### config.mk
export PLATFORM = sky130hd
export DESIGN_NAME = sfl_exec
export DESIGN_NICKNAME = d
export VERILOG_FILES = /design/src/sfl_pkg.sv /design/src/sfl_exec.sv
export VERILOG_INCLUDE_DIRS = /design/src /design/src/src
export SDC_FILE = /design/constraint.sdc
export NUM_CORES = 1
export LEC_CHECK = 0
export ABC_CLOCK_PERIOD_IN_PS = 4550
export BUFFER_PORTS_ARGS = -buffer_cell sky130_fd_sc_hd__clkbuf_2
export CORE_MARGIN = 5
export CORE_UTILIZATION = 58
export CTS_CLUSTER_SIZE = 12
export DETAILED_ROUTE_END_ITERATION = 10
export HOLD_SLACK_MARGIN = 0.15
export PLACE_DENSITY_LB_ADDON = 0.08
export REMOVE_ABC_BUFFERS = 1
export SLEW_MARGIN = 20
export SYNTH_ARGS = -nofsm -noshare
export SYNTH_HDL_FRONTEND = slang
export SYNTH_SLANG_ARGS = --single-unit
### constraint.sdc
create_clock -name i_clk -period 4.55 [get_ports i_clk]
set_input_delay 0.91 -clock i_clk [delete_from_list [all_inputs] [get_ports i_clk]]
set_output_delay 0.91 -clock i_clk [all_outputs]
set_load 0.1 [all_outputs]
### src/sfl_consts.svh
// Constants for the status flag and indirect load execute block
// What this block does
// [RQ1] Set-sign op forces sign flag, one cycle
// [RQ2] Clear-sign op zeroes sign flag, one cycle
// [RQ3] Set-overflow op forces overflow flag, one cycle
// [RQ4] Clear-overflow op zeroes overflow flag, one cycle
// [RQ5] Set-half-carry op forces half-carry, one cycle
// [RQ6] Clear-half-carry op zeroes half-carry, one cycle
// [RQ7] Post-increment load: read, then pointer plus one
// [RQ8] Pre-decrement load: pointer minus one, then read
// [RQ9] Flag ops update flags by cycle end
`ifndef SFL_CONSTS_SVH
`define SFL_CONSTS_SVH
// Status flag bit positions
`define SFL_BIT_C 0
`define SFL_BIT_Z 1
`define SFL_BIT_N 2
`define SFL_BIT_V 3
`define SFL_BIT_S 4
`define SFL_BIT_H 5
`define SFL_BIT_T 6
`define SFL_BIT_I 7
// Reset values and pointer step
`define SFL_FLAGS_RST 8'h00
`define SFL_PTR_RST   16'h0000
`define SFL_PTR_ONE   16'h0001
`endif

### src/sfl_pkg.sv
// Types shared by the status flag and indirect load execute block
package sfl_pkg;
  // Operation codes delivered by the decoder
  typedef enum logic [3:0] {
    SFL_OP_NONE,
    SFL_OP_SET_SIGN,
    SFL_OP_CLR_SIGN,
    SFL_OP_SET_OVF,
    SFL_OP_CLR_OVF,
    SFL_OP_SET_HALF,
    SFL_OP_CLR_HALF,
    SFL_OP_LD_POSTINC,
    SFL_OP_LD_PREDEC
  } sfl_op_t;

  // Pointer selector
  typedef enum logic [1:0] {
    SFL_PTR_X,
    SFL_PTR_Y,
    SFL_PTR_Z
  } sfl_ptr_sel_t;

  // Decoded instruction handed in by the fetch/decode path
  typedef struct packed {
    sfl_op_t      op;
    sfl_ptr_sel_t ptr;
    logic [4:0]   dst;
  } sfl_instr_t;

  // Register file write produced by a load
  typedef struct packed {
    logic       en;
    logic [4:0] idx;
    logic [7:0] data;
  } sfl_rf_wr_t;

  // Execute states
  typedef enum logic {
    SFL_ST_IDLE,
    SFL_ST_LOAD
  } sfl_state_t;
endpackage

### src/sfl_exec.sv
// Execute unit for flag set/clear and indirect pointer loads
`include "sfl_consts.svh"
`timescale 1ns/100ps
`default_nettype none
module sfl_exec
  import sfl_pkg::*;
#(
  parameter int ADDR_W = 16
) (
  // Clock and reset
  input  wire logic              i_clk,
  input  wire logic              i_nrst,
  // Decoded instruction
  input  wire logic              i_instr_valid,
  input  wire sfl_instr_t        i_instr,
  output logic                   o_instr_ready,
  // Data memory read
  output logic [ADDR_W-1:0]      o_mem_addr,
  output logic                   o_mem_rd,
  input  wire logic [7:0]        i_mem_rdata,
  // Results
  output var sfl_rf_wr_t         o_rf_wr,
  output logic [7:0]             o_flags,
  output logic [ADDR_W-1:0]      o_ptr_x,
  output logic [ADDR_W-1:0]      o_ptr_y,
  output logic [ADDR_W-1:0]      o_ptr_z
);

  // Pointer step and pointer reset value, cut to the bus width
  localparam logic [ADDR_W-1:0] PTR_ONE = ADDR_W'(`SFL_PTR_ONE);
  localparam logic [ADDR_W-1:0] PTR_RST = ADDR_W'(`SFL_PTR_RST);
  // Number of pointer registers held in this block
  localparam int                N_PTR   = 3;

  // Sequencing state
  sfl_state_t            state_r;          // Execute phase
  sfl_state_t            state_nxt;        // Phase for next cycle
  logic [4:0]            dst_r;            // Load target index
  logic [4:0]            dst_nxt;          // Next load target index
  // Status flags
  logic [7:0]            flags_r;          // Flags seen by the core
  logic [7:0]            flags_nxt;        // Flags after this cycle
  // Pointer registers
  logic [ADDR_W-1:0]     ptr_r   [N_PTR];  // X, Y, Z pointers
  logic [ADDR_W-1:0]     ptr_nxt [N_PTR];  // Pointers after update
  // Memory read request
  logic [ADDR_W-1:0]     addr_r;           // Registered read address
  logic [ADDR_W-1:0]     addr_nxt;         // Next read address
  logic                  rd_r;             // One-cycle read strobe
  logic                  rd_nxt;           // Next read strobe
  // Register file write
  sfl_rf_wr_t            wr_r;             // One-cycle write pulse
  sfl_rf_wr_t            wr_nxt;           // Next write pulse
  // Decode helpers
  logic                  take;             // Instruction accepted
  logic                  ptr_ok;           // Selector names a pointer
  logic                  is_postinc;       // Post-increment accepted
  logic                  is_predec;        // Pre-decrement accepted
  logic                  is_load;          // Either load accepted
  logic [ADDR_W-1:0]     cur_ptr;          // Selected pointer, old
  logic [ADDR_W-1:0]     inc_ptr;          // Selected pointer plus one
  logic [ADDR_W-1:0]     dec_ptr;          // Selected pointer minus one

  // Ready only between instructions; a load holds off the next one
  assign o_instr_ready = (state_r == SFL_ST_IDLE);

  // Acceptance and load decode, shared by every state group
  always_comb begin
    take       = i_instr_valid && (state_r == SFL_ST_IDLE);
    // The fourth selector code has no pointer behind it
    ptr_ok     = (i_instr.ptr == SFL_PTR_X) ||
                 (i_instr.ptr == SFL_PTR_Y) ||
                 (i_instr.ptr == SFL_PTR_Z);
    is_postinc = take && (i_instr.op == SFL_OP_LD_POSTINC);
    is_predec  = take && (i_instr.op == SFL_OP_LD_PREDEC);
    is_load    = is_postinc || is_predec;
    // Reads as the reset value rather than unknown on a bad selector
    if (ptr_ok) begin
      cur_ptr = ptr_r[i_instr.ptr];
    end else begin
      cur_ptr = PTR_RST;
    end
    // Both wrap at the ends of the address space, as a counter would
    inc_ptr    = cur_ptr + PTR_ONE;
    dec_ptr    = cur_ptr - PTR_ONE;
  end

  // Flag group: each op touches one bit and leaves the rest alone
  always_comb begin
    flags_nxt = flags_r;
    if (take) begin
      case (i_instr.op)
        SFL_OP_SET_SIGN: flags_nxt[`SFL_BIT_S] = 1'b1; // [RQ1] [RQ9]
        SFL_OP_CLR_SIGN: flags_nxt[`SFL_BIT_S] = 1'b0; // [RQ2] [RQ9]
        SFL_OP_SET_OVF:  flags_nxt[`SFL_BIT_V] = 1'b1; // [RQ3] [RQ9]
        SFL_OP_CLR_OVF:  flags_nxt[`SFL_BIT_V] = 1'b0; // [RQ4] [RQ9]
        SFL_OP_SET_HALF: flags_nxt[`SFL_BIT_H] = 1'b1; // [RQ5] [RQ9]
        SFL_OP_CLR_HALF: flags_nxt[`SFL_BIT_H] = 1'b0; // [RQ6] [RQ9]
        default: begin
          // Loads and no-ops keep every flag
          flags_nxt = flags_r; // [RQ7] [RQ8]
        end
      endcase
    end
  end

  // Flag register; the next instruction already sees the new bit
  always_ff @(posedge i_clk) begin
    if (!i_nrst) begin
      flags_r <= `SFL_FLAGS_RST;
    end else begin
      flags_r <= flags_nxt; // [RQ9]
    end
  end

  // Pointer group: only the selected pointer moves, once per load
  always_comb begin
    ptr_nxt = ptr_r;
    if (ptr_ok && is_postinc) begin
      // Bumped alongside the read of the old address
      ptr_nxt[i_instr.ptr] = inc_ptr; // [RQ7]
    end else if (ptr_ok && is_predec) begin
      // Dropped before its new value is read
      ptr_nxt[i_instr.ptr] = dec_ptr; // [RQ8]
    end
  end

  // Pointer registers
  always_ff @(posedge i_clk) begin
    if (!i_nrst) begin
      ptr_r <= '{default: PTR_RST};
    end else begin
      ptr_r <= ptr_nxt;
    end
  end

  // Read group: address and strobe leave together from flops
  always_comb begin
    addr_nxt = addr_r;
    rd_nxt   = 1'b0;
    if (is_postinc) begin
      // Old pointer value addresses the byte
      addr_nxt = cur_ptr; // [RQ7]
      rd_nxt   = 1'b1;
    end else if (is_predec) begin
      // Decremented value addresses the byte
      addr_nxt = dec_ptr; // [RQ8]
      rd_nxt   = 1'b1;
    end
  end

  // Read request registers; address held between loads
  always_ff @(posedge i_clk) begin
    if (!i_nrst) begin
      addr_r <= PTR_RST;
      rd_r   <= 1'b0;
    end else begin
      addr_r <= addr_nxt;
      rd_r   <= rd_nxt;
    end
  end

  // Sequencer group: two-cycle loads, write pulse out the cycle after the second
  always_comb begin
    state_nxt = state_r;
    dst_nxt   = dst_r;
    wr_nxt    = '0;
    case (state_r)
      SFL_ST_IDLE: begin
        // Flag ops finish here; loads move on to the data cycle
        if (is_load) begin
          dst_nxt   = i_instr.dst;
          state_nxt = SFL_ST_LOAD;
        end
      end
      SFL_ST_LOAD: begin
        // Memory answers combinationally; no wait states supported
        wr_nxt.en   = 1'b1; // [RQ7] [RQ8]
        wr_nxt.idx  = dst_r;
        wr_nxt.data = i_mem_rdata;
        state_nxt   = SFL_ST_IDLE;
      end
      default: begin
        // Recover to idle from any stray encoding
        state_nxt = SFL_ST_IDLE;
      end
    endcase
  end

  // Sequencer registers
  always_ff @(posedge i_clk) begin
    if (!i_nrst) begin
      state_r <= SFL_ST_IDLE;
      dst_r   <= '0;
      wr_r    <= '0;
    end else begin
      state_r <= state_nxt;
      dst_r   <= dst_nxt;
      wr_r    <= wr_nxt;
    end
  end

  // Outputs straight from flops
  assign o_mem_addr = addr_r;
  assign o_mem_rd   = rd_r;
  assign o_rf_wr    = wr_r;
  assign o_flags    = flags_r;
  assign o_ptr_x    = ptr_r[SFL_PTR_X];
  assign o_ptr_y    = ptr_r[SFL_PTR_Y];
  assign o_ptr_z    = ptr_r[SFL_PTR_Z];

endmodule
`default_nettype wire

-- Word-level counts from Yosys, hierarchy flattened
Index checks and enable logic that the tools add are counted.
- flip-flop bits (word level): 88
- input bits: 22
- output and inout bits: 88
- word-level logic and storage cells: 69
- $add $sub $neg: 2
- $lt $le $gt $ge: 2
- equality and inequality tests: 10
- mux-type cells: 20
- bitwise gates (word level): 2
- reductions and logical operators: 20
- operator list (operator ; count):
    $bwmux W48 ; 2
    $mux W16 ; 6
    $mux W48 ; 2
    $bmux W16 S2 ; 1
    $demux W16 S2 ; 1
    $add A16 B1 Y16 const B ; 1
    $eq A4 B3 Y1 const B ; 4
    $sub A16 B1 Y16 const B ; 1
    $mux W14 ; 1
    $reduce_and A2 Y1 ; 5
    $reduce_bool A2 Y1 ; 5
    $eq A4 B2 Y1 const B ; 2
    $pmux W1 S2 ; 4
    $logic_and A1 B1 Y1 ; 6
    $eq A4 B1 Y1 const B ; 1
    $eq A4 B4 Y1 const B ; 1
    $ge A3 B3 Y1 const B ; 1
    $logic_or A1 B1 Y1 ; 3
    $lt A3 B1 Y1 const B ; 1
    $mux W1 ; 3
    $not A2 Y3 ; 1
    $eq A2 B1 Y1 const B ; 1
    $eq A2 B2 Y1 const B ; 1
    $logic_not A2 Y1 ; 1
    $not A1 Y1 ; 1

-- Depth between registers and ports, before layout
Gate-level depths: netlist of the first run.
- depth in word-level cells: 9
- gate-level depth with buffers: 11
- depth with buffers taken out: 9

-- Worst setup path before layout of the first run
OpenSTA, ideal clock, no wires.
- path type: input -> register
- from: in i_instr[6] (netlist bit)
- to: reg addr_r[14], in the netlist o_mem_addr[14]
- setup time: 120 ps
- arrival time: 2875 ps
- required time: 4430 ps
- path slack: 1554 ps
- cell stages on the path: 10
- cells stage by stage: buf_6 > mux2i_2 > a2bb2oi_4 > ha_1 > and3_1 > clkbuf_1 > nand4_1 > mux2_1 > a221oi_2 > nor2b_1
- cells in the longest elaborated chain, start to end: 8
- elaborated cells on any way between the ends: 13
- those cells by class: 1 x add/sub; 2 x eq/ne; 6 x mux; 1 x bitwise; 3 x reduce/logical
- RTL lines (what ; line ; RTL):
    from (decl) ; sfl_exec.sv:15 ; input wire sfl_instr_t i_instr,
    $not A2 Y3 (implied by the code) ; sfl_exec.sv:79 ; cur_ptr = ptr_r[i_instr.ptr];
    $bmux W16 S2 ; sfl_exec.sv:79 ;
    $mux W16 (implied by the code) (2 in series) ; sfl_exec.sv:79 ;
    $mux W16 * ; sfl_exec.sv:78 ; if (ptr_ok) begin
    $sub A16 B1 Y16 ; sfl_exec.sv:85 ; dec_ptr = cur_ptr - PTR_ONE;
    $mux W16 ; sfl_exec.sv:145 ; end else if (is_predec) begin
    $mux W16 * ; sfl_exec.sv:141 ; if (is_postinc) begin
    to (signal assigned) ; sfl_exec.sv:158 ; addr_r <= addr_nxt;
    to (decl) ; sfl_exec.sv:47 ; logic [ADDR_W-1:0] addr_r;
Mark *: on every way between the ends. The rest lies on a longest branch, timed or not. The select of a mux whose other input is x is not followed.
A chain may end at the register's enable or synchronous reset.

-- Final worst setup path of the first run
- from: in i_instr[6] (netlist bit)
- to: reg ptr_r (netlist bit o_ptr_z[14])
- cells in the longest elaborated chain, start to end: 9
- elaborated cells on any way between the ends: 24
- those cells by class: 2 x add/sub; 2 x order compare; 2 x eq/ne; 10 x mux; 1 x bitwise; 7 x reduce/logical
- RTL lines (what ; line ; RTL):
    $not A2 Y3 (implied by the code) ; sfl_exec.sv:79, sfl_exec.sv:121, sfl_exec.sv:124 ;
    $bmux W16 S2 ; sfl_exec.sv:79 ;
    $mux W16 (implied by the code) (2 in series) ; sfl_exec.sv:79 ;
    $mux W16 ; sfl_exec.sv:78 ;
    $sub A16 B1 Y16 ; sfl_exec.sv:85 ;
    $bwmux W48 ; sfl_exec.sv:124 ; ptr_nxt[i_instr.ptr] = dec_ptr;
    $mux W48 ; sfl_exec.sv:122 ; end else if (ptr_ok && is_predec) begin
    $mux W48 ; sfl_exec.sv:119 ; if (ptr_ok && is_postinc) begin
    to (signal assigned) ; sfl_exec.sv:133 ; ptr_r <= ptr_nxt;
    to (decl) ; sfl_exec.sv:44 ; logic [ADDR_W-1:0] ptr_r [N_PTR];
Several ways; a longest one is shown, not always the timed one. The select of a mux whose other input is x is not followed.

==> results of run 1 <==
-- where the power goes --
group	internal, uW	switching [uW]
registers	782	8.99
clock network	315	297
logic	68.6	194
total	1170	499
-- logic make-up after synthesis --
group / Yosys count / share of synthesized area
adders and majority gates: 2 / 0.00562
AOI/OAI and AO/OA: 148 / 0.247
and+or+nand+nor: 146 / 0.185
muxes: 28 / 0.0647
other: 1 / 0.000843
buffers and inverters: 46 / 0.0537
xor gates and xnor gates: 24 / 0.0472
DFF: 88 / 0.396
-- cell usage after synthesis, drive strengths merged, types with 2 or more instances --
| library cell | number | area (um2) |
|---|---|---|
| a21boi | 12 | 90.1 |
| a21oi | 37 | 189 |
| a221oi | 2 | 23.8 |
| a222oi | 8 | 80.1 |
| a22oi | 7 | 52.6 |
| a2bb2oi | 3 | 50.1 |
| a31oi | 5 | 31.3 |
| and2 | 9 | 56.3 |
| and3 | 15 | 93.8 |
| buf | 15 | 123 |
| clkbuf | 27 | 101 |
| dfxtp | 88 | 1760 |
| ha | 2 | 25.0 |
| inv | 4 | 15.0 |
| mux2 | 3 | 33.8 |
| mux2i | 25 | 254 |
| nand2 | 49 | 186 |
| nand3 | 8 | 45.0 |
| nand3b | 2 | 15.0 |
| nand4 | 7 | 50.1 |
| nand4b | 2 | 17.5 |
| nor2 | 12 | 45.0 |
| nor2b | 17 | 106 |
| nor3 | 5 | 30.0 |
| nor3b | 2 | 20.0 |
| nor4 | 9 | 86.3 |
| o211a | 9 | 90.1 |
| o21ai | 42 | 210 |
| o22ai | 5 | 37.5 |
| o2bb2ai | 15 | 219 |
| or2 | 4 | 25.0 |
| xnor2 | 20 | 175 |
| xor2 | 4 | 35.0 |
-- layout make-up --
type | count | area (um2)
clock buffer | 9 | 124
sequential | 88 | 1760
multi-input combinational | 353 | 2480
timing repair buffer | 113 | 601
tap | 102 | 128
fill | 661 | 2400
clock inverter | 7 | 101
inverter | 4 | 15.0
-- state kept, by name, summed over array words and instances, names as in the netlist, named ones only --
register and flops:
o_ptr_z 15, o_flags 3, o_ptr_y 15, o_rf_wr 14, o_mem_addr 16, state_r 1
dst_r 5, o_mem_rd 1, o_ptr_x 15
-- critical path: stages --
cell and delay [ns]:
clkbuf_2 0.30, and2b_4 0.63, o2bb2ai_2 0.22, ha_1 0.24
nand3_1 0.13, or3_4 0.42, nor3b_2 0.22, mux2i_1 0.33
a31oi_1 0.13
-- through the flow --
step / utilization / power, uW / setup slack [ns] / hold slack (ns)
detailed placement: 0.655 / 1070 / 0.935 / 0.452
global placement: 0.655 / 1070 / 1.03 / 0.445
CTS: 0.685 / 1670 / 1.29 / 0.466
finish: 0.685 / 1660 / 1.26 / 0.461
global route: 0.685 / 1720 / 1.11 / 0.483
floorplan: - / 1000 / -1.06 / 0.439
-- per-layer routing --
metal | vias to the layer above | track usage
li1 | 1924 | -
met1 | 1878 | 0.310
met2 | 125 | 0.375
met3 | 23 | 0.0431
met4 | 0 | 0.103
met5 | - | 0
-- worst max path at each step --
stage,start,endpoint,slack [ns],cells after the start
6_report,i_instr[6],o_ptr_z[14],1.26,9
5_1_grt,i_instr[6],o_ptr_z[14],1.11,9
4_1_cts,i_instr[6],o_ptr_z[14],1.29,9
3_5_place_dp,i_instr[6],o_ptr_z[14],0.94,9
3_3_place_gp,i_instr[6],o_mem_addr[14],1.03,10
2_1_floorplan,state_r,o_ptr_z[1],-1.06,7
==> metrics.md, run 1 <==
| Metric | Value |
|---|---|
| Outcome | `finished, final reports clean` |
| Post-route ant nets | `0` |
| Vias per cell | `5.84` |
| Layout cells sized above 1 | `0.289` |
| Commonest non-fill, non-tap cell in the layout | `clkbuf_2` |
| DP HPWL | `a little under 8000 um` |
| Row cnt | `32` |
| Initial Util | `0.585` |
| Gr ovfl total | `0` |
| H-tree levels | `3` |
| First drt pass iteration count | `5` |
| Largest net degree at the start of global routing | `50` |
| Top routing layer in use | `met4` |
| Setup Skew | `just under 0.007 ns` |
| Antenna violations before repair | `0` |
| Seq/Total Area, Yosys | `0.396` |
| EDFF count, synth | `0` |
| Total negative setup slack | `0 ns` |
| Met2 Wirelength | `about 5300 um` |
| Syn_area_per_cell | `between 9 and 10 um2` |
| Setup repair bufs after CTS | `0` |
| # diodes | `0` |
| Clock root cell | `clkbuf_8` |
| Critical Path Source Type | `input port` |
| Vias in the first global route | `about 3.7k` |
| Clock net sink count | `about 90` |
| Routed WL per cell | `roughly 17 um` |
| CP endpoint kind | `flip-flop` |
| Worst-Skew Late Latency | `between 0.3 and 0.4 ns` |
| Placed cells | `660` |
| Sink of the worst hold path | `dst_r[2]` |
| Total GRT Usage | `0.235` |
| Slew Limit Fails | `0` |
| Critical Path AT | `between 3 and 4 ns` |
| CTS tree | `built` |
| Synth warn | `0` |
| Post-route cell area | `5210 um2` |
| Min-Delay Path Depth | `2` |
| Resized cells post-CTS | `0` |
| Gpl congestion | `0.882` |
| Synthesized area | `4450 um2` |
| Hold WC Path Type | `reg2reg` |
| Routed wire length | `11400 um` |
| DR iter-0 viols | `between 150 and 200` |
| Most frequent cells in the layout | `104 x clkbuf_2, 88 x dfxtp_1, 48 x nand2_1` |
| Max_cap viols | `0` |
| Area Overhead vs Synth | `17.1%` |
| Pwr Density | `approximately 320 nW/um2` |
| Core area | `roughly 7600 um2` |
| TritonCTS buffer count | `9` |
| Global-route wire length before repair | `about 18000 um` |
| Synth async-reset ratio | `0` |
| Ys flop type | `dfxtp_1` |
| Full die area | `~9500 um2` |
| DR vias | `between 3k and 4k` |
| Max VDD drop | `0.000193 V` |
| Final setup vio count | `0` |
| Layout Cells excl Fill | `between 600 and 700` |
| Die H | `around 100 um` |
| RSZ-0062 raised after global routing | `false` |
| Hold-fix buffer count after cts | `0` |
| CTS clock-pin slew for the worst setup and hold paths | `0.09 ns` |
| Placed inst area | `4990 um2` |
| Fin crit period | `between 3 and 4 ns` |
| R2R setup slack | `1.87 ns` |
| Crit path max fanout | `20` |
| Period utilisation layout | `0.723` |
| Ports | `110` |
| I/O Buffers | `104` |
| Met1 WL | `5200 um` |
| CP required | `approximately 4.8 ns` |
| Drc violations | `0` |
| Unique masters post-synth | `62` |
| Reg2reg path depth | `9` |
| Fmax | `304 MHz` |
| Final Hold Fails | `0` |
| Hold Startpoint | `dst_r[2]` |
| Deepest clock path buffer count | `2` |
| Reg2reg start | `state_r` |
| Met3 routed WL | `around 660 um` |
| Leakage | `0.00229 uW` |
| Slew headroom | `0.444` |
| WS Path Type | `in2reg` |
| Syn Inst Count | `slightly below 500` |
| Worst Tran Pin Value | `between 0.8 and 0.9 ns` |
| DIE WIDTH | `~98 um` |
| Final #Nets | `roughly 600` |
| #FFs+latches synth | `88` |
(Power assumes the default switching activity.)
==> run 2, diff against run 1 <==
--- a/config.mk
+++ b/config.mk
@@ -6,10 +6,10 @@
 export SDC_FILE = /design/constraint.sdc
 export NUM_CORES = 1
 export LEC_CHECK = 0
-export ABC_CLOCK_PERIOD_IN_PS = 4550
+export ABC_CLOCK_PERIOD_IN_PS = 2800
 export BUFFER_PORTS_ARGS = -buffer_cell sky130_fd_sc_hd__clkbuf_2
 export CORE_MARGIN = 5
-export CORE_UTILIZATION = 58
+export CORE_UTILIZATION = 48
 export CTS_CLUSTER_SIZE = 12
 export DETAILED_ROUTE_END_ITERATION = 10
 export HOLD_SLACK_MARGIN = 0.15
==> constraint.sdc (replaced) <==
create_clock -name i_clk -period 2.8 [get_ports i_clk]
set_input_delay 0.56 -clock i_clk [delete_from_list [all_inputs] [get_ports i_clk]]
set_output_delay 0.56 -clock i_clk [all_outputs]
set_load 0.1 [all_outputs]
==> run 2 against run 1 <==
Net effect: setup slack got worse by 0.90 ns; clock power is 51% higher; first-iteration DRC count up 40%; die area is 19% higher; register-to-register slack worse by 1.4 ns; sequential power up 63%; routed wire length is 8.6% higher; critical path depth is 1 higher; combinational power grew 73%; highest routed layer unchanged; core utilization is 8.3 points lower; critical endpoint is now o_mem_addr[15]; sequential share of layout area down 1.9 points.
==> metrics.md, run 2 (synthesized netlist as in run 1, its figures left out) <==
| Metric | Value |
|---|---|
| Outcome | `finished, final reports clean` |
| Final #Nets | `630` |
| Leakage | `approximately 0.0025 uW` |
| Total GRT Usage | `0.224` |
| H-tree levels | `3` |
| Largest net degree at the start of global routing | `50` |
| Initial Util | `0.486` |
| Post-route ant nets | `0` |
| Slew Limit Fails | `0` |
| Vias per cell | `between 5 and 6` |
| Placed inst area | `5310 um2` |
| Worst-Skew Late Latency | `about 0.36 ns` |
| Core area | `roughly 9200 um2` |
| Resized cells post-CTS | `0` |
| Post-route cell area | `around 5500 um2` |
| Gpl congestion | `between 0.9 and 1` |
| Setup repair bufs after CTS | `0` |
| Routed wire length | `12400 um` |
| Full die area | `around 11000 um2` |
| CTS tree | `built` |
| DIE WIDTH | `approximately 110 um` |
| Deepest clock path buffer count | `2` |
| Hold WC Path Type | `in2reg` |
| Antenna violations before repair | `0` |
| Max VDD drop | `approximately 0.00031 V` |
| Layout cells sized above 1 | `0.332` |
| Setup Skew | `a little under 0.008 ns` |
| Clock net sink count | `88` |
| Slew headroom | `0.436` |
| CP required | `3.05 ns` |
| Critical Path AT | `between 2 and 3 ns` |
| WS Path Type | `in2reg` |
| R2R setup slack | `0.47 ns` |
| DR iter-0 viols | `about 270` |
| RSZ-0062 raised after global routing | `false` |
| I/O Buffers | `104` |
| CTS clock-pin slew for the worst setup and hold paths | `about 0.090 ns` |
| Routed WL per cell | `around 17 um` |
| Post-route core utilization | `0.602` |
| Gr ovfl total | `0` |
| Drc violations | `0` |
| Hold-fix buffer count after cts | `0` |
| Global-route wire length before repair | `approximately 20000 um` |
| Critical Path Source Type | `input port` |
| Final Hold Fails | `0` |
| TritonCTS buffer count | `9` |
| Clock root cell | `clkbuf_8` |
| # diodes | `0` |
| Ports | `110` |
| Max_cap viols | `0` |
| Worst Tran Pin Value | `0.846 ns` |
| Pwr Density | `between 400 and 500 nW/um2` |
| First drt pass iteration count | `5` |
| Crit path max fanout | `7` |
| Max reg flops | `16` |
| DR vias | `slightly above 4k` |
| Fmax | `between 400 and 500 MHz` |
| Fin crit period | `around 2.4 ns` |
| Vias in the first global route | `around 3.9k` |
| Commonest non-fill, non-tap cell in the layout | `clkbuf_2` |
| Period utilisation layout | `0.871` |
| Min Hold Slack | `between 0.4 and 0.5 ns` |
| Die H | `about 110 um` |
| Row cnt | `35` |
| CP endpoint kind | `flip-flop` |
| Most frequent cells in the layout | `104 x clkbuf_2, 88 x dfxtp_1, 48 x nand2_1` |
| Final setup vio count | `0` |
| Area Overhead vs Synth | `23.9%` |
| Final Power | `2660 uW` |
| DP HPWL | `between 9000 and 10000 um` |
[run 2: cell types whose count changed in the layout (fill, tap and decap cells not counted), sizes merged]
cell      delta
buf         +37
bufinv       -1
clkinv       +2
clkinvlp     -1
[run 2: layout make-up]
class / instances / area, um2
flip-flops and latches: 88 / 1760
fillers: 820 / 3640
well taps: 111 / 139
multi-input cells: 353 / 2480
clock buffers: 9 / 124
inverters: 4 / 15.0
repair buffers: 150 / 916
clock inverters: 7 / 77.6
[run 2: worst paths after layout]
| kind | from | to | depth (start not counted) |
|---|---|---|---|
| hold / removal | i_instr[1] | dst_r[1] | 3 |
| setup reg to reg | state_r | o_ptr_x[14] | 8 |
| hold reg to reg | dst_r[3] | dst_r[3] | 2 |
| setup / recovery | i_instr[6] | o_mem_addr[15] | 10 |
[run 2: routing by layer]
metal	up-vias	track usage	wire length (um)
met1	1930	0.307	5800
li1	1999	-	-
met2	118	0.359	5830
met3	9	0.0492	657
met4	0	0.0509	114
met5	-	0	0
[run 2: worst max-delay path, cell delays in order]
cell and delay (ns):
clkbuf_2 0.16, buf_4 0.17, buf_4 0.19, mux2i_1 0.32, o2bb2ai_4 0.16, nor3_2 0.27
nand4_1 0.22, mux2_1 0.35, a222oi_1 0.21, nor2b_1 0.08
[run 2: stage by stage]
step / std cells / setup slack [ns] / setup TNS, ns
final: 722 / 0.361 / 0
after global routing: 722 / 0.159 / 0
after CTS: 722 / 0.352 / 0
after detailed placement: 706 / -0.00908 / -0.00908
after global placement: 706 / 0.0365 / 0
after floorplan: 445 / -2.81 / -129.14
[run 2: report_power, final]
part,internal (uW),leakage (uW),switching (uW)
logic,133,0.00167,319
clock network,422,0.000101,501
registers,1270,0.000711,15.5
==> run 3, diff against run 2 <==
--- a/config.mk
+++ b/config.mk
@@ -6,7 +6,7 @@
 export SDC_FILE = /design/constraint.sdc
 export NUM_CORES = 1
 export LEC_CHECK = 0
-export ABC_CLOCK_PERIOD_IN_PS = 2800
+export ABC_CLOCK_PERIOD_IN_PS = 2100
 export BUFFER_PORTS_ARGS = -buffer_cell sky130_fd_sc_hd__clkbuf_2
 export CORE_MARGIN = 5
 export CORE_UTILIZATION = 48
==> constraint.sdc (replaced) <==
create_clock -name i_clk -period 2.1 [get_ports i_clk]
set_input_delay 0.42 -clock i_clk [delete_from_list [all_inputs] [get_ports i_clk]]
set_output_delay 0.42 -clock i_clk [all_outputs]
set_load 0.1 [all_outputs]
==> run 3 against run 2 <==
Net effect: largest cell class unchanged; global-route usage grew 1.6 points; critical endpoint is now o_mem_addr[9]; via count grew 6.7%; count of clock-buffer cells in the layout grew 2; power grew 36%; the flow now finishes with violations (setup timing); highest routed layer unchanged.
==> metrics.md, run 3 (synthesized netlist as in run 1, its figures left out) <==
| Metric | Value |
|---|---|
| Max_cap viols | `0` |
| Crit path max fanout | `3` |
| CTS clock-pin slew for the worst setup and hold paths | `roughly 0.10 ns` |
| Global-route wire length before repair | `21700 um` |
| Deepest clock path buffer count | `2` |
| Routed WL per cell | `between 15 and 20 um` |
| Antenna violations before repair | `0` |
| DR iter-0 viols | `347` |
| CTS tree | `built` |
| Gpl congestion | `around 0.86` |
| DP HPWL | `between 9000 and 10000 um` |
| Commonest non-fill, non-tap cell in the layout | `clkbuf_2` |
| Slew headroom | `0.626` |
| Final #Nets | `678` |
| Total GRT Usage | `0.240` |
| Most frequent cells in the layout | `103 x clkbuf_2, 84 x dfxtp_1, 83 x buf_4` |
| Gr ovfl total | `0` |
| Placed cells | `between 700 and 800` |
| Post-route ant nets | `0` |
| Min Hold Slack | `around 0.29 ns` |
| Fin crit period | `2.28 ns` |
| Fmax | `about 440 MHz` |
| Clock net sink count | `between 80 and 90` |
| First drt pass iteration count | `7` |
| Period utilisation layout | `1.08` |
| Clock root cell | `clkbuf_8` |
| Kind of cell adding the most delay to the critical path | `simple AND/OR/NAND/NOR gates` |
| Area Overhead vs Synth | `45.2%` |
| Initial Util | `0.486` |
| CP endpoint kind | `flip-flop` |
| Slowest cell on crit path | `dfxtp_2` |
| Slew Limit Fails | `0` |
| Core area | `between 9000 and 10000 um2` |
| # diodes | `0` |
| Hold-fix buffer count after cts | `0` |
| Max VDD drop | `between 0.0003 and 0.0004 V` |
| Vias in the first global route | `roughly 4.2k` |
| Worst Tran Pin Value | `between 0.5 and 0.6 ns` |
| DIE WIDTH | `between 100 and 150 um` |
| RSZ-0062 raised after global routing | `true` |
| Outcome | `complete, but fails checks` |
| WS Path Type | `reg2reg` |
| Layout Cells excl Fill | `a little under 800` |
| Max reg flops | `16` |
| H-tree levels | `3` |
| Setup Skew | `about 0.013 ns` |
| Fill count | `724` |
| Crit-path most repeated cell | `buf_4` |
| Critical Path AT | `about 2.5 ns` |
| Layout cells sized above 1 | `0.475` |
| Die H | `roughly 110 um` |
| R2R setup slack | `-0.18 ns` |
| Hold WC Path Type | `in2reg` |
| Largest net degree at the start of global routing | `just under 90` |
| Worst-Skew Late Latency | `~0.37 ns` |
| Routed wire length | `~14000 um` |
| Leakage | `~0.0029 uW` |
| Final Hold Fails | `0` |
| Ports | `110` |
| Buf+Inv Stages, Crit Path | `2` |
| CP required | `around 2.3 ns` |
| Final setup vio count | `15` |
| Vias per cell | `5.62` |
| DR vias | `around 4.3k` |
| Worst path cell trace | `mux2i_1 > o2bb2ai_2 > buf_4 > nor4_4 > buf_4 > nand3b_1 > mux2_4 > a222oi_1 > nor2b_1` |
| Failing checks | `setup timing` |
| Full die area | `between 10000 and 15000 um2` |
| CP max stage delay | `about 0.35 ns` |
| Critical Path Source Type | `flip-flop` |
| Row cnt | `35` |
| Worst setup margin | `-0.178 ns` |
| Pwr Density | `~560 nW/um2` |
| TritonCTS buffer count | `9` |
| Drc violations | `0` |
| I/O Buffers | `104` |
-- run 3: worst reg2reg max path, stage by stage (launching register included) --
cell	delay (ns)
dfxtp_2	0.35
mux2i_1	0.17
o2bb2ai_2	0.12
buf_4	0.16
nor4_4	0.35
buf_4	0.18
nand3b_1	0.13
mux2_4	0.32
a222oi_1	0.30
nor2b_1	0.08
-- run 3: path summary, 6_finish.rpt --
| kind | cells after the start | from | end |
|---|---|---|---|
| max reg2reg | 9 | flip-flop | o_mem_addr[9] |
| min | 3 | i_instr[2] | dst_r[2] |
| max | 9 | flip-flop | o_mem_addr[9] |
| min reg2reg | 2 | dst_r[0] | dst_r[0] |
-- run 3: per-stage QoR --
step / utilization / TNS [ns] / power (uW) / setup WS, ns / area, um2
after floorplan: - / -178.84 / 2170 / -3.51 / 4240
after global placement: 0.607 / -20.93 / 2370 / -0.605 / 5560
after detailed placement: 0.607 / -23.94 / 2380 / -0.629 / 5560
after CTS: 0.660 / -0.889 / 3560 / -0.0957 / 6040
after global routing: 0.706 / -3.78 / 3760 / -0.276 / 6460
final: 0.706 / -1.03 / 3610 / -0.178 / 6460
-- run 3: final cells by class --
type | instances | area, um2 | area share
inverters | 4 | 15.0 | 0.00232
multi-input cells | 353 | 3020 | 0.468
clock buffers | 11 | 151 | 0.0234
well taps | 111 | 139 | 0.0215
clock inverters | 5 | 40.0 | 0.00620
flip-flops and latches | 88 | 1770 | 0.274
repair buffers | 198 | 1320 | 0.205
-- run 3: layer usage --
| metal | GRT usage | wire [um] | part of all wire | vias up |
|---|---|---|---|---|
| li1 | - | - | - | 2089 |
| met1 | 0.315 | 6160 | 0.44 | 2078 |
| met2 | 0.404 | 6820 | 0.49 | 145 |
| met3 | 0.0528 | 802 | 0.058 | 16 |
| met4 | 0.0500 | 140 | 0.010 | 0 |
| met5 | 0 | 0 | 0 | - |
-- run 3: what timing repair did --
item | in CTS | in global routing
pin swaps | 15 | 49
resized for setup | 45 | 59
cloned | 0 | 1
buffers inserted | 8 | 7
setup endpoints to repair | 42 | 53
-- run 3: where the power goes --
part	leakage, uW	internal, uW	switching (uW)	total, uW
Sequential	0.000713	1690	22.1	1710
Combinational	0.00210	270	482	753
Clock	0.0000882	501	640	1140
